`config.mk`:
```
export PLATFORM = sky130hd
export DESIGN_NAME = risc8_execute
export DESIGN_NICKNAME = d
export VERILOG_FILES = /design/src/logic/exec_pkg.sv /design/src/logic/return_stack.sv /design/src/logic/risc8_execute.sv
export SDC_FILE = /design/constraint.sdc
export NUM_CORES = 1
export LEC_CHECK = 0
export BUFFER_PORTS_ARGS = -buffer_cell sky130_fd_sc_hd__buf_2
export CORE_ASPECT_RATIO = 0.8
export CORE_MARGIN = 4
export CORE_UTILIZATION = 40
export DETAILED_ROUTE_END_ITERATION = 10
export PLACE_DENSITY = 0.65
export RECOVER_POWER = 50
export SYNTH_ARGS = -nofsm -noshare
export SYNTH_HDL_FRONTEND = slang
export SYNTH_HIERARCHICAL = 1
export SYNTH_SLANG_ARGS = --single-unit
```
`constraint.sdc`:
```
create_clock -name clk_sys -period 4.77 [get_ports clk_sys]
set_input_delay 0.954 -clock clk_sys [delete_from_list [all_inputs] [get_ports clk_sys]]
set_output_delay 0.954 -clock clk_sys [all_outputs]
set_load 0.03 [all_outputs]
```
`src/logic/exec_pkg.sv`:
```
package exec_pkg;
  localparam int PC_W = 16;
  localparam int DATA_W = 8;
  localparam int STACK_DEPTH = 8;
  localparam logic [15:0] PC_RESET = 16'h0000;
  localparam logic [7:0] BYTE_ZERO = 8'h00;
  localparam logic [7:0] BYTE_ONES = 8'hFF;
  localparam logic [15:0] PC_STEP = 16'h0001;
  localparam int GIE_BIT = 5;
  localparam logic [7:0] STAT_RESET = 8'h00;
  // register file index of the accumulator and status, program index halves
  localparam logic [3:0] REG_IPH = 4'hC;
  localparam logic [3:0] REG_IPL = 4'hD;
  localparam logic [3:0] REG_STAT = 4'hE;
  localparam logic [3:0] REG_ACC = 4'hF;
  // opcodes of this execute stage
  localparam logic [4:0] OP_NOP = 5'h00;
  localparam logic [4:0] OP_JUMP = 5'h01;
  localparam logic [4:0] OP_JCC = 5'h02;
  localparam logic [4:0] OP_CALL = 5'h03;
  localparam logic [4:0] OP_CALLS = 5'h04;
  localparam logic [4:0] OP_RET = 5'h05;
  localparam logic [4:0] OP_RETS = 5'h06;
  localparam logic [4:0] OP_RETI = 5'h07;
  localparam logic [4:0] OP_PUSH = 5'h08;
  localparam logic [4:0] OP_POP = 5'h09;
  localparam logic [4:0] OP_MOVE = 5'h0A;
  localparam logic [4:0] OP_MOVE_DM = 5'h0B;
  localparam logic [4:0] OP_CMVD = 5'h0C;
  localparam logic [4:0] OP_CMVS = 5'h0D;
  localparam logic [4:0] OP_SHL = 5'h0E;
  localparam logic [4:0] OP_SHLC = 5'h0F;
  localparam logic [4:0] OP_SHR = 5'h10;
  localparam logic [4:0] OP_SHRC = 5'h11;
  localparam logic [4:0] OP_SHRA = 5'h12;
  localparam logic [4:0] OP_ONES_COMPLEMENT = 5'h13;
  localparam logic [4:0] OP_TWOS_COMPLEMENT_NEGATE = 5'h14;
  localparam logic [4:0] OP_NEGATE_WITH_CARRY_IN = 5'h15;
  localparam logic [4:0] OP_INC = 5'h16;
  localparam logic [4:0] OP_INCC = 5'h17;
  localparam logic [4:0] OP_DEC = 5'h18;
endpackage

```
`src/logic/return_stack.sv`:
```
`timescale 1ns/1ps
module return_stack
  import exec_pkg::*;
#(
  parameter int DEPTH = STACK_DEPTH
) (
  input wire logic clk_sys,
  input wire logic arst_n,
  input wire logic push,
  input wire logic pop,
  input wire logic [15:0] push_value,
  output logic [15:0] top
);
  logic [15:0] level [DEPTH];

  assign top = level[0];

  // one shift register level per entry; bottom fills with zero on pop
  for (genvar i = 0; i < DEPTH; i++) begin : g_lvl
    always_ff @(posedge clk_sys or negedge arst_n) begin
      if (!arst_n) begin
        level[i] <= PC_RESET;
      end else if (push) begin
        level[i] <= (i == 0) ? push_value : level[(i == 0) ? 0 : i - 1];
      end else if (pop) begin
        level[i] <= (i == DEPTH - 1) ? PC_RESET : level[(i == DEPTH - 1) ? i : i + 1];
      end
    end
  end
endmodule

```
`src/logic/risc8_execute.sv`:
```
// The register offsets and strobed register access were left to the implementer.
`timescale 1ns/1ps
// Behaviour
// - jumps load pc, conditional only when true
// - call pushes pc+1 and jumps
// - fast call saves pc+1 in index
// - return pops pc; interrupt return sets enable
// - push advances pc, stacks index
// - pop advances pc, reloads index from stack
// - register move updates acc and zero
// - move on carry clear writes register
// - move on carry set writes register
// - left shift zero fill, carry bit 7
// - left rotate through carry
// - right shift zero fill, carry bit 0
// - right rotate through carry
// - arithmetic right shift keeps sign
// - ones complement affects zero only
// - negate sets carry on zero result
// - negate with carry in
// - increment carries on wrap to zero
// - increment with carry in
// - decrement clears carry on all ones
// - every instruction takes one cycle
// - zero flag tracks accumulator result
// - overflow flag on signed overflow
// - interrupt enable is status bit 5
module risc8_execute
  import exec_pkg::*;
#(
  parameter int DEPTH = STACK_DEPTH
) (
  input wire logic clk_sys,
  input wire logic arst_n,
  input wire logic instr_valid,
  input wire logic [4:0] opcode,
  input wire logic use_index,
  input wire logic cond_true,
  input wire logic [15:0] target,
  input wire logic [7:0] src_value,
  input wire logic [3:0] dst_sel,
  input wire logic [7:0] imm_data,
  input wire logic [7:0] dm_addr,
  input wire logic dm_is_imm,
  input wire logic [7:0] reg_wr_addr,
  input wire logic [7:0] reg_wr_data,
  input wire logic reg_wr,
  input wire logic [7:0] reg_rd_addr,
  input wire logic reg_rd,
  output logic [7:0] reg_rd_data,
  output logic [15:0] pc,
  output logic [15:0] program_memory_index,
  output logic [7:0] acc,
  output logic flag_c,
  output logic flag_z,
  output logic flag_v,
  output logic global_interrupt_enable,
  output logic [7:0] dst_data,
  output logic [3:0] dst_addr,
  output logic dst_we,
  output logic [7:0] data_memory_addr,
  output logic [7:0] data_memory_wdata,
  output logic data_memory_we
);
  // instructions execute in one cycle: everything is decoded combinationally
  logic [7:0] stat;
  logic [15:0] stack_top;
  logic [15:0] pc_next_seq;
  logic [15:0] jump_dest;
  logic [7:0] s;
  logic [7:0] inv_s;
  logic [8:0] inc_sum;
  logic [8:0] incc_sum;
  logic [8:0] neg_sum;
  logic [8:0] negc_sum;
  logic [7:0] dec_res;
  logic [15:0] next_pc;
  logic [15:0] next_ip;
  logic [7:0] next_acc;
  logic next_c;
  logic next_v;
  logic acc_wr;
  logic reg_dst_wr;
  logic stk_push;
  logic stk_pop;
  logic [15:0] push_val;
  logic go;

  assign go = instr_valid;
  assign s = src_value;
  assign inv_s = ~src_value;
  assign pc_next_seq = pc + PC_STEP;
  assign jump_dest = use_index ? program_memory_index : target;
  assign inc_sum = {1'b0, s} + 9'h001;
  assign incc_sum = {1'b0, s} + {8'h00, flag_c};
  assign neg_sum = {1'b0, inv_s} + 9'h001;
  assign negc_sum = {1'b0, inv_s} + {8'h00, flag_c};
  assign dec_res = s - 8'h01;
  assign global_interrupt_enable = stat[GIE_BIT];

  always_comb begin
    next_pc = pc_next_seq;
    next_ip = program_memory_index;
    next_acc = acc;
    next_c = flag_c;
    next_v = flag_v;
    acc_wr = 1'b0;
    reg_dst_wr = 1'b0;
    stk_push = 1'b0;
    stk_pop = 1'b0;
    push_val = pc_next_seq;
    unique case (opcode)
      OP_JUMP: next_pc = jump_dest;
      OP_JCC: next_pc = cond_true ? jump_dest : pc_next_seq;
      OP_CALL: begin
        next_pc = jump_dest;
        stk_push = 1'b1;
      end
      OP_CALLS: begin
        next_pc = jump_dest;
        next_ip = pc_next_seq;
      end
      OP_RET, OP_RETI: begin
        next_pc = stack_top;
        stk_pop = 1'b1;
      end
      OP_RETS: next_pc = program_memory_index;
      OP_PUSH: begin
        stk_push = 1'b1;
        push_val = program_memory_index;
      end
      OP_POP: begin
        next_ip = stack_top;
        stk_pop = 1'b1;
      end
      OP_MOVE: begin
        next_acc = s;
        acc_wr = 1'b1;
        reg_dst_wr = 1'b1;
      end
      OP_CMVD: begin
        next_acc = s;
        acc_wr = 1'b1;
        reg_dst_wr = !flag_c;
      end
      OP_CMVS: begin
        next_acc = s;
        acc_wr = 1'b1;
        reg_dst_wr = flag_c;
      end
      OP_SHL, OP_SHLC: begin
        next_acc = {s[6:0], (opcode == OP_SHLC) ? flag_c : 1'b0};
        next_c = s[7];
        next_v = s[7] ^ s[6];
        acc_wr = 1'b1;
        reg_dst_wr = 1'b1;
      end
      OP_SHR, OP_SHRC, OP_SHRA: begin
        next_acc = {(opcode == OP_SHRC) ? flag_c : (opcode == OP_SHRA) ? s[7] : 1'b0,
                    s[7:1]};
        next_c = s[0];
        next_v = (opcode == OP_SHRC) ? (flag_c ^ s[7]) : 1'b0;
        acc_wr = 1'b1;
        reg_dst_wr = 1'b1;
      end
      OP_ONES_COMPLEMENT: begin
        next_acc = inv_s;
        acc_wr = 1'b1;
        reg_dst_wr = 1'b1;
      end
      OP_TWOS_COMPLEMENT_NEGATE: begin
        next_acc = neg_sum[7:0];
        next_c = (neg_sum[7:0] == BYTE_ZERO);
        next_v = (s == 8'h80);
        acc_wr = 1'b1;
        reg_dst_wr = 1'b1;
      end
      OP_NEGATE_WITH_CARRY_IN: begin
        next_acc = negc_sum[7:0];
        next_c = (negc_sum[7:0] == BYTE_ZERO) && flag_c;
        next_v = (inv_s == 8'h7F) && flag_c;
        acc_wr = 1'b1;
        reg_dst_wr = 1'b1;
      end
      OP_INC: begin
        next_acc = inc_sum[7:0];
        next_c = (inc_sum[7:0] == BYTE_ZERO);
        next_v = (s == 8'h7F);
        acc_wr = 1'b1;
        reg_dst_wr = 1'b1;
      end
      OP_INCC: begin
        next_acc = incc_sum[7:0];
        next_c = (incc_sum[7:0] == BYTE_ZERO) && flag_c;
        next_v = (s == 8'h7F) && flag_c;
        acc_wr = 1'b1;
        reg_dst_wr = 1'b1;
      end
      OP_DEC: begin
        next_acc = dec_res;
        next_c = (dec_res != BYTE_ONES);
        next_v = (s == 8'h80);
        acc_wr = 1'b1;
        reg_dst_wr = 1'b1;
      end
      default: begin
      end
    endcase
  end

  return_stack #(.DEPTH(DEPTH)) u_stack (
    .clk_sys(clk_sys),
    .arst_n(arst_n),
    .push(go && stk_push),
    .pop(go && stk_pop),
    .push_value(push_val),
    .top(stack_top)
  );

  // core state; a cycle without a valid instruction holds everything except register writes to IPH, IPL and ACC
  always_ff @(posedge clk_sys or negedge arst_n) begin
    if (!arst_n) begin
      pc <= PC_RESET;
      program_memory_index <= PC_RESET;
      acc <= BYTE_ZERO;
      flag_c <= 1'b0;
      flag_z <= 1'b0;
      flag_v <= 1'b0;
    end else if (go) begin
      pc <= next_pc;
      program_memory_index <= next_ip;
      acc <= next_acc;
      flag_c <= next_c;
      flag_v <= next_v;
      if (acc_wr) begin
        flag_z <= (next_acc == BYTE_ZERO);
      end
    end else if (reg_wr && reg_wr_addr[3:0] == REG_IPH) begin
      program_memory_index[15:8] <= reg_wr_data;
    end else if (reg_wr && reg_wr_addr[3:0] == REG_IPL) begin
      program_memory_index[7:0] <= reg_wr_data;
    end else if (reg_wr && reg_wr_addr[3:0] == REG_ACC) begin
      acc <= reg_wr_data;
    end
  end

  always_ff @(posedge clk_sys or negedge arst_n) begin
    if (!arst_n) begin
      stat <= STAT_RESET;
    end else if (go && opcode == OP_RETI) begin
      stat[GIE_BIT] <= 1'b1;
    end else if (!go && reg_wr && reg_wr_addr[3:0] == REG_STAT) begin
      stat <= reg_wr_data;
    end
  end

  // register write-back and data memory port
  always_ff @(posedge clk_sys or negedge arst_n) begin
    if (!arst_n) begin
      dst_data <= BYTE_ZERO;
      dst_addr <= 4'h0;
      dst_we <= 1'b0;
      data_memory_addr <= BYTE_ZERO;
      data_memory_wdata <= BYTE_ZERO;
      data_memory_we <= 1'b0;
    end else begin
      dst_data <= next_acc;
      dst_addr <= dst_sel;
      dst_we <= go && reg_dst_wr;
      data_memory_addr <= dm_addr;
      data_memory_wdata <= dm_is_imm ? imm_data : s;
      data_memory_we <= go && (opcode == OP_MOVE_DM);
    end
  end

  // read port: index halves, status, accumulator; others read the v, c and z flags in bits 2 to 0
  always_ff @(posedge clk_sys or negedge arst_n) begin
    if (!arst_n) begin
      reg_rd_data <= BYTE_ZERO;
    end else if (reg_rd) begin
      unique case (reg_rd_addr[3:0])
        REG_IPH: reg_rd_data <= program_memory_index[15:8];
        REG_IPL: reg_rd_data <= program_memory_index[7:0];
        REG_STAT: reg_rd_data <= stat;
        REG_ACC: reg_rd_data <= acc;
        default: reg_rd_data <= {5'h00, flag_v, flag_c, flag_z};
      endcase
    end
  end

  chk_ret_pops: assert property (@(posedge clk_sys) disable iff (!arst_n)
    instr_valid && opcode == OP_RET |=> pc == $past(stack_top))
    else $error("return did not load pc from stack");
  chk_reti_gie: assert property (@(posedge clk_sys) disable iff (!arst_n)
    instr_valid && opcode == OP_RETI |=> global_interrupt_enable)
    else $error("interrupt return left enable clear");
  chk_call_push: assert property (@(posedge clk_sys) disable iff (!arst_n)
    instr_valid && opcode == OP_CALL |=> stack_top == $past(pc) + PC_STEP)
    else $error("call did not stack next address");
  chk_calls_idx: assert property (@(posedge clk_sys) disable iff (!arst_n)
    instr_valid && opcode == OP_CALLS && !use_index
    |=> program_memory_index == $past(pc) + PC_STEP && pc == $past(target))
    else $error("fast call wrong");
  chk_jcc_false: assert property (@(posedge clk_sys) disable iff (!arst_n)
    instr_valid && opcode == OP_JCC && !cond_true |=> pc == $past(pc) + PC_STEP)
    else $error("untaken jump moved pc");
  chk_zero_flag: assert property (@(posedge clk_sys) disable iff (!arst_n)
    instr_valid && opcode == OP_MOVE |=> flag_z == (acc == BYTE_ZERO))
    else $error("zero flag mismatch");
  chk_inc_carry: assert property (@(posedge clk_sys) disable iff (!arst_n)
    instr_valid && opcode == OP_INC |=> flag_c == (acc == BYTE_ZERO))
    else $error("increment carry wrong");
  chk_cmvd_write: assert property (@(posedge clk_sys) disable iff (!arst_n)
    instr_valid && opcode == OP_CMVD |=> dst_we == !$past(flag_c))
    else $error("carry clear move write wrong");
  chk_cmvs_write: assert property (@(posedge clk_sys) disable iff (!arst_n)
    instr_valid && opcode == OP_CMVS |=> dst_we == $past(flag_c))
    else $error("carry set move write wrong");
  chk_jump_taken: assert property (@(posedge clk_sys) disable iff (!arst_n)
    instr_valid && opcode == OP_JUMP && !use_index |=> pc == $past(target))
    else $error("jump did not load target");
  chk_push_index: assert property (@(posedge clk_sys) disable iff (!arst_n)
    instr_valid && opcode == OP_PUSH |=> stack_top == $past(program_memory_index))
    else $error("push did not stack index");
  chk_pop_index: assert property (@(posedge clk_sys) disable iff (!arst_n)
    instr_valid && opcode == OP_POP |=> program_memory_index == $past(stack_top))
    else $error("pop did not reload index");
  chk_dm_keeps: assert property (@(posedge clk_sys) disable iff (!arst_n)
    instr_valid && opcode == OP_MOVE_DM |=> data_memory_we && acc == $past(acc))
    else $error("data memory store touched accumulator");
  chk_shl_carry: assert property (@(posedge clk_sys) disable iff (!arst_n)
    instr_valid && opcode == OP_SHL |=> flag_c == $past(src_value[7]) && !acc[0])
    else $error("left shift carry or fill wrong");
  chk_dec_carry: assert property (@(posedge clk_sys) disable iff (!arst_n)
    instr_valid && opcode == OP_DEC |=> flag_c == (acc != BYTE_ONES))
    else $error("decrement carry wrong");
  chk_ones_complement_flags: assert property (@(posedge clk_sys) disable iff (!arst_n)
    instr_valid && opcode == OP_ONES_COMPLEMENT |=> acc == ~$past(src_value) && flag_c == $past(flag_c))
    else $error("ones complement result or carry wrong");
  cov_call_ret: cover property (@(posedge clk_sys) disable iff (!arst_n)
    instr_valid && opcode == OP_CALL ##1 instr_valid && opcode == OP_RET);
  cov_jcc_taken: cover property (@(posedge clk_sys) disable iff (!arst_n)
    instr_valid && opcode == OP_JCC && cond_true);
  cov_inc_wrap: cover property (@(posedge clk_sys) disable iff (!arst_n)
    instr_valid && opcode == OP_INC && src_value == BYTE_ONES);
  cov_dm_imm: cover property (@(posedge clk_sys) disable iff (!arst_n)
    instr_valid && opcode == OP_MOVE_DM && dm_is_imm);
endmodule
```
==> out/qor.yml <==
violations: "capacitance limit, slew limit"
vias_per_cell: 5.767
p_per_area_nw_per_um2: 395.2
p_sw_share_pct: 35.30
layout_common_cells: "dfrtp_1, nand2_1, o21ai_0, buf_2, mux2i_1"
min_from: "u_stack/level[15]$_DFFE_PN0P_"
core_area_um2: 30380
synth.area.top_cells: "dfrtp_1, mux2i_1, nand2_1, o21ai_0, nor2_1"
cts_htree_levels: 1
layout.nets: 1508
grt_pass1_wl_mm: 59.35
clkPwrFrac_pct: 32.9
grt.overflow.total: 0
max_stage_delay_ns: 1.06
max_slew_margin_pct: -111.8
crit_arrival_ns: 4.42
die_area_um2: 33760
pwr-share-seq_pct: 43.5
die_x_um: 204.4
synth.top_cell.area_share_pct: 43.98
clk_pin_slew_ns: 0.06
cap_violations: 2
gp_congestion: 0.9374
post_cts_buffers: 0
slew_viol_final: 157
clk_latency_ns: 0.53
worst_setup_path_start_kind: "input pin"
setup_viol: 0
row_count: 57
die_y_um: 165.2
switching_power_uw: 1950
grt_max_degree: 256
period_needed_ns: 3.986
path_class: "in -> reg"
avgSynthCellArea_um2: 9.291
crit_start: "opcode[0]"
synth-seq-area-share_pct: 43.98
cts_sinks: 217
area_growth_pct: 13.23
ys_ff_latch: 217
fillCellCount: 2994
hpwlAfterDp_mm: 27.25
synth_edf_count: 0
cts_resized: 0
syn-num-nets: 1421
start_util_pct: 40.64
cp_max_fo: 33
drive_above_1_share_pct: 16.28
worstPathRequired_ns: 5.21
crit_slowest_cell: "clkbuf_1"
worst_slew_pin_slew_ns: 3.178
cts_buffers: 24
wl_per_cell_um: 20.87
grt.total_usage_pct: 22.41
netlist_instances: 1329
firstDrtPassIters: 5
path_cells: "clkbuf_1 > mux2_2 > a21oi_1 > o32ai_1 > a31oi_1 > or4_1 > o31ai_2"
synth_largest_area_cell: "dfrtp_1"
syn_area_um2: 12350
postRouteAntennaNets: 0
grt_setup_unrepaired: "false"
drtIter0Drc: 1186
p_leak_uw: 0.005688
hold_class: "reg -> reg"
final_common_cell: "dfrtp_1"
yosysUniqueCellTypes: 77
fin_area_um2: 13980
synthFlopType: "dfrtp_1"
outcome: "complete, but fails checks"
async_flop_share_pct: 100.0
place_area_um2: 13270
reg2reg_from: "flag_c$_DFFE_PN0P_"
endpoint_kind: "register"
internal-power_uw: 3576
grt_pass1_vias: 9963
vdd_drop_max_uv: 327.4
totalWireLength_mm: 38.50
tritoncts: "done"
clock_path_buffers: 3
via_count: 10640
tns_ns: 0
finalHoldViolCount: 0
cts_root_buffer: "clkbuf_16"
io_pins: 163
port-buffer-count: 154
period_share_pct: 83.56
yosys_warnings: 6
fmax_mhz: 250.9
antenna_found_initial: 1
fin_skew_ns: 0.01052
hold_buffers: 0
remaining_drc_errors: 0
p_comb_share_pct: 23.6
worst max-delay path: cells and delay by family:
kind / cells / cell delay (ns)
AO/OA/AOI/OAI: 4 / 1.30
buffers and inverters: 1 / 1.06
multiplexers: 1 / 0.47
AND/OR/NAND/NOR: 1 / 0.61
sequential cells by signal, indices dropped and copies added, names as in the netlist, 4 cells and up:
name                  cells
acc                       8
data_memory_addr          8
data_memory_wdata         8
dst_addr                  4
dst_data                  8
pc                       16
program_memory_index     16
reg_rd_data               8
stat                      8
u_stack/level           112
u_stack/top              16
final cells by class:
type / count / area [um^2] / area share, %
multi-input cells: 970 / 6230 / 44.55
flip-flops and latches: 217 / 5430 / 38.84
repair buffers: 175 / 943.4 / 6.747
clock buffers: 34 / 679.4 / 4.859
well taps: 413 / 516.7 / 3.696
inverters: 28 / 105.1 / 0.7517
clock inverters: 7 / 75.07 / 0.5369
diodes: 1 / 2.502 / 0.01790
path summary, 6_finish.rpt:
kind | end | slack, ns | cells past startpoint
worst max-delay path | flag_z$_DFFE_PN0P_ | 0.78 | 7
worst min-delay path | u_stack/level[15]$_DFFE_PN0P_ | 0.50 | 1
max in group asynchronous | u_stack/level[39]$_DFFE_PN0P_ | 1.46 | 1
min in group asynchronous | u_stack/level[14]$_DFFE_PN0P_ | 1.40 | 1
worst min register to register | u_stack/level[15]$_DFFE_PN0P_ | 0.50 | 1
worst max register to register | flag_z$_DFFE_PN0P_ | 1.42 | 9
power by group through the flow:
stage	sequential, uW	clock (uW)	combinational, uW
final	2410	1820	1300
after global routing	2430	1940	1410
after CTS	2400	1860	1300
after detailed placement	2430	0	1290
after global placement	2420	0	1280
after floorplan	2540	0	682
Yosys cell counts (5+ instances only):
cell type,instances
buf_4,29
nor3_1,20
ha_1,11
nor2_1,87
o21ai_0,143
clkbuf_1,55
o21ai_1,20
o211ai_1,13
nor4_1,7
inv_1,27
or3_1,5
dfrtp_1,217
o21a_1,12
and3_1,6
o22ai_1,10
nor2b_1,5
a211oi_1,5
mux2_2,19
mux2i_1,129
buf_2,22
nand2_1,204
a21oi_1,48
mux4_2,8
nand3_1,28
a31oi_1,28
xnor2_1,21
a221oi_1,17
a221o_1,9
nand2b_1,22
metal layers:
metal  GRT usage [%]  wire, um  vias to the layer above
met2           30.16     15190                      448
met4           4.505       737                        2
met3           7.595      4422                       47
met5           2.083        91                        -
li1                -         -                     4913
met1           34.48     18060                     5231
per-stage QoR:
step	total power (uW)	std cells	utilization, %	setup slack, ns	hold WS [ns]
3_5_place_dp	3719	1803	43.68	0.9457	0.4862
5_1_grt	5788	1845	46.02	0.6666	0.5057
2_1_floorplan	3225	1329	-	1.352	0.4627
3_3_place_gp	3708	1803	43.68	0.9039	0.4823
4_1_cts	5556	1844	46.16	1.503	0.5026
6_report	5526	1845	46.02	0.7841	0.5006
cells by family after synthesis:
kind of cell             share of synthesized area [%]
AO/OA/AOI/OAI                                    17.86
XOR/XNOR                                         1.702
adder cells (fa/ha/maj)                          1.115
buffers and inverters                            5.847
flip-flops                                       43.98
multiplexers                                     13.65
AND/OR/NAND/NOR                                  15.85
Power figures use the tool's default switching activity.
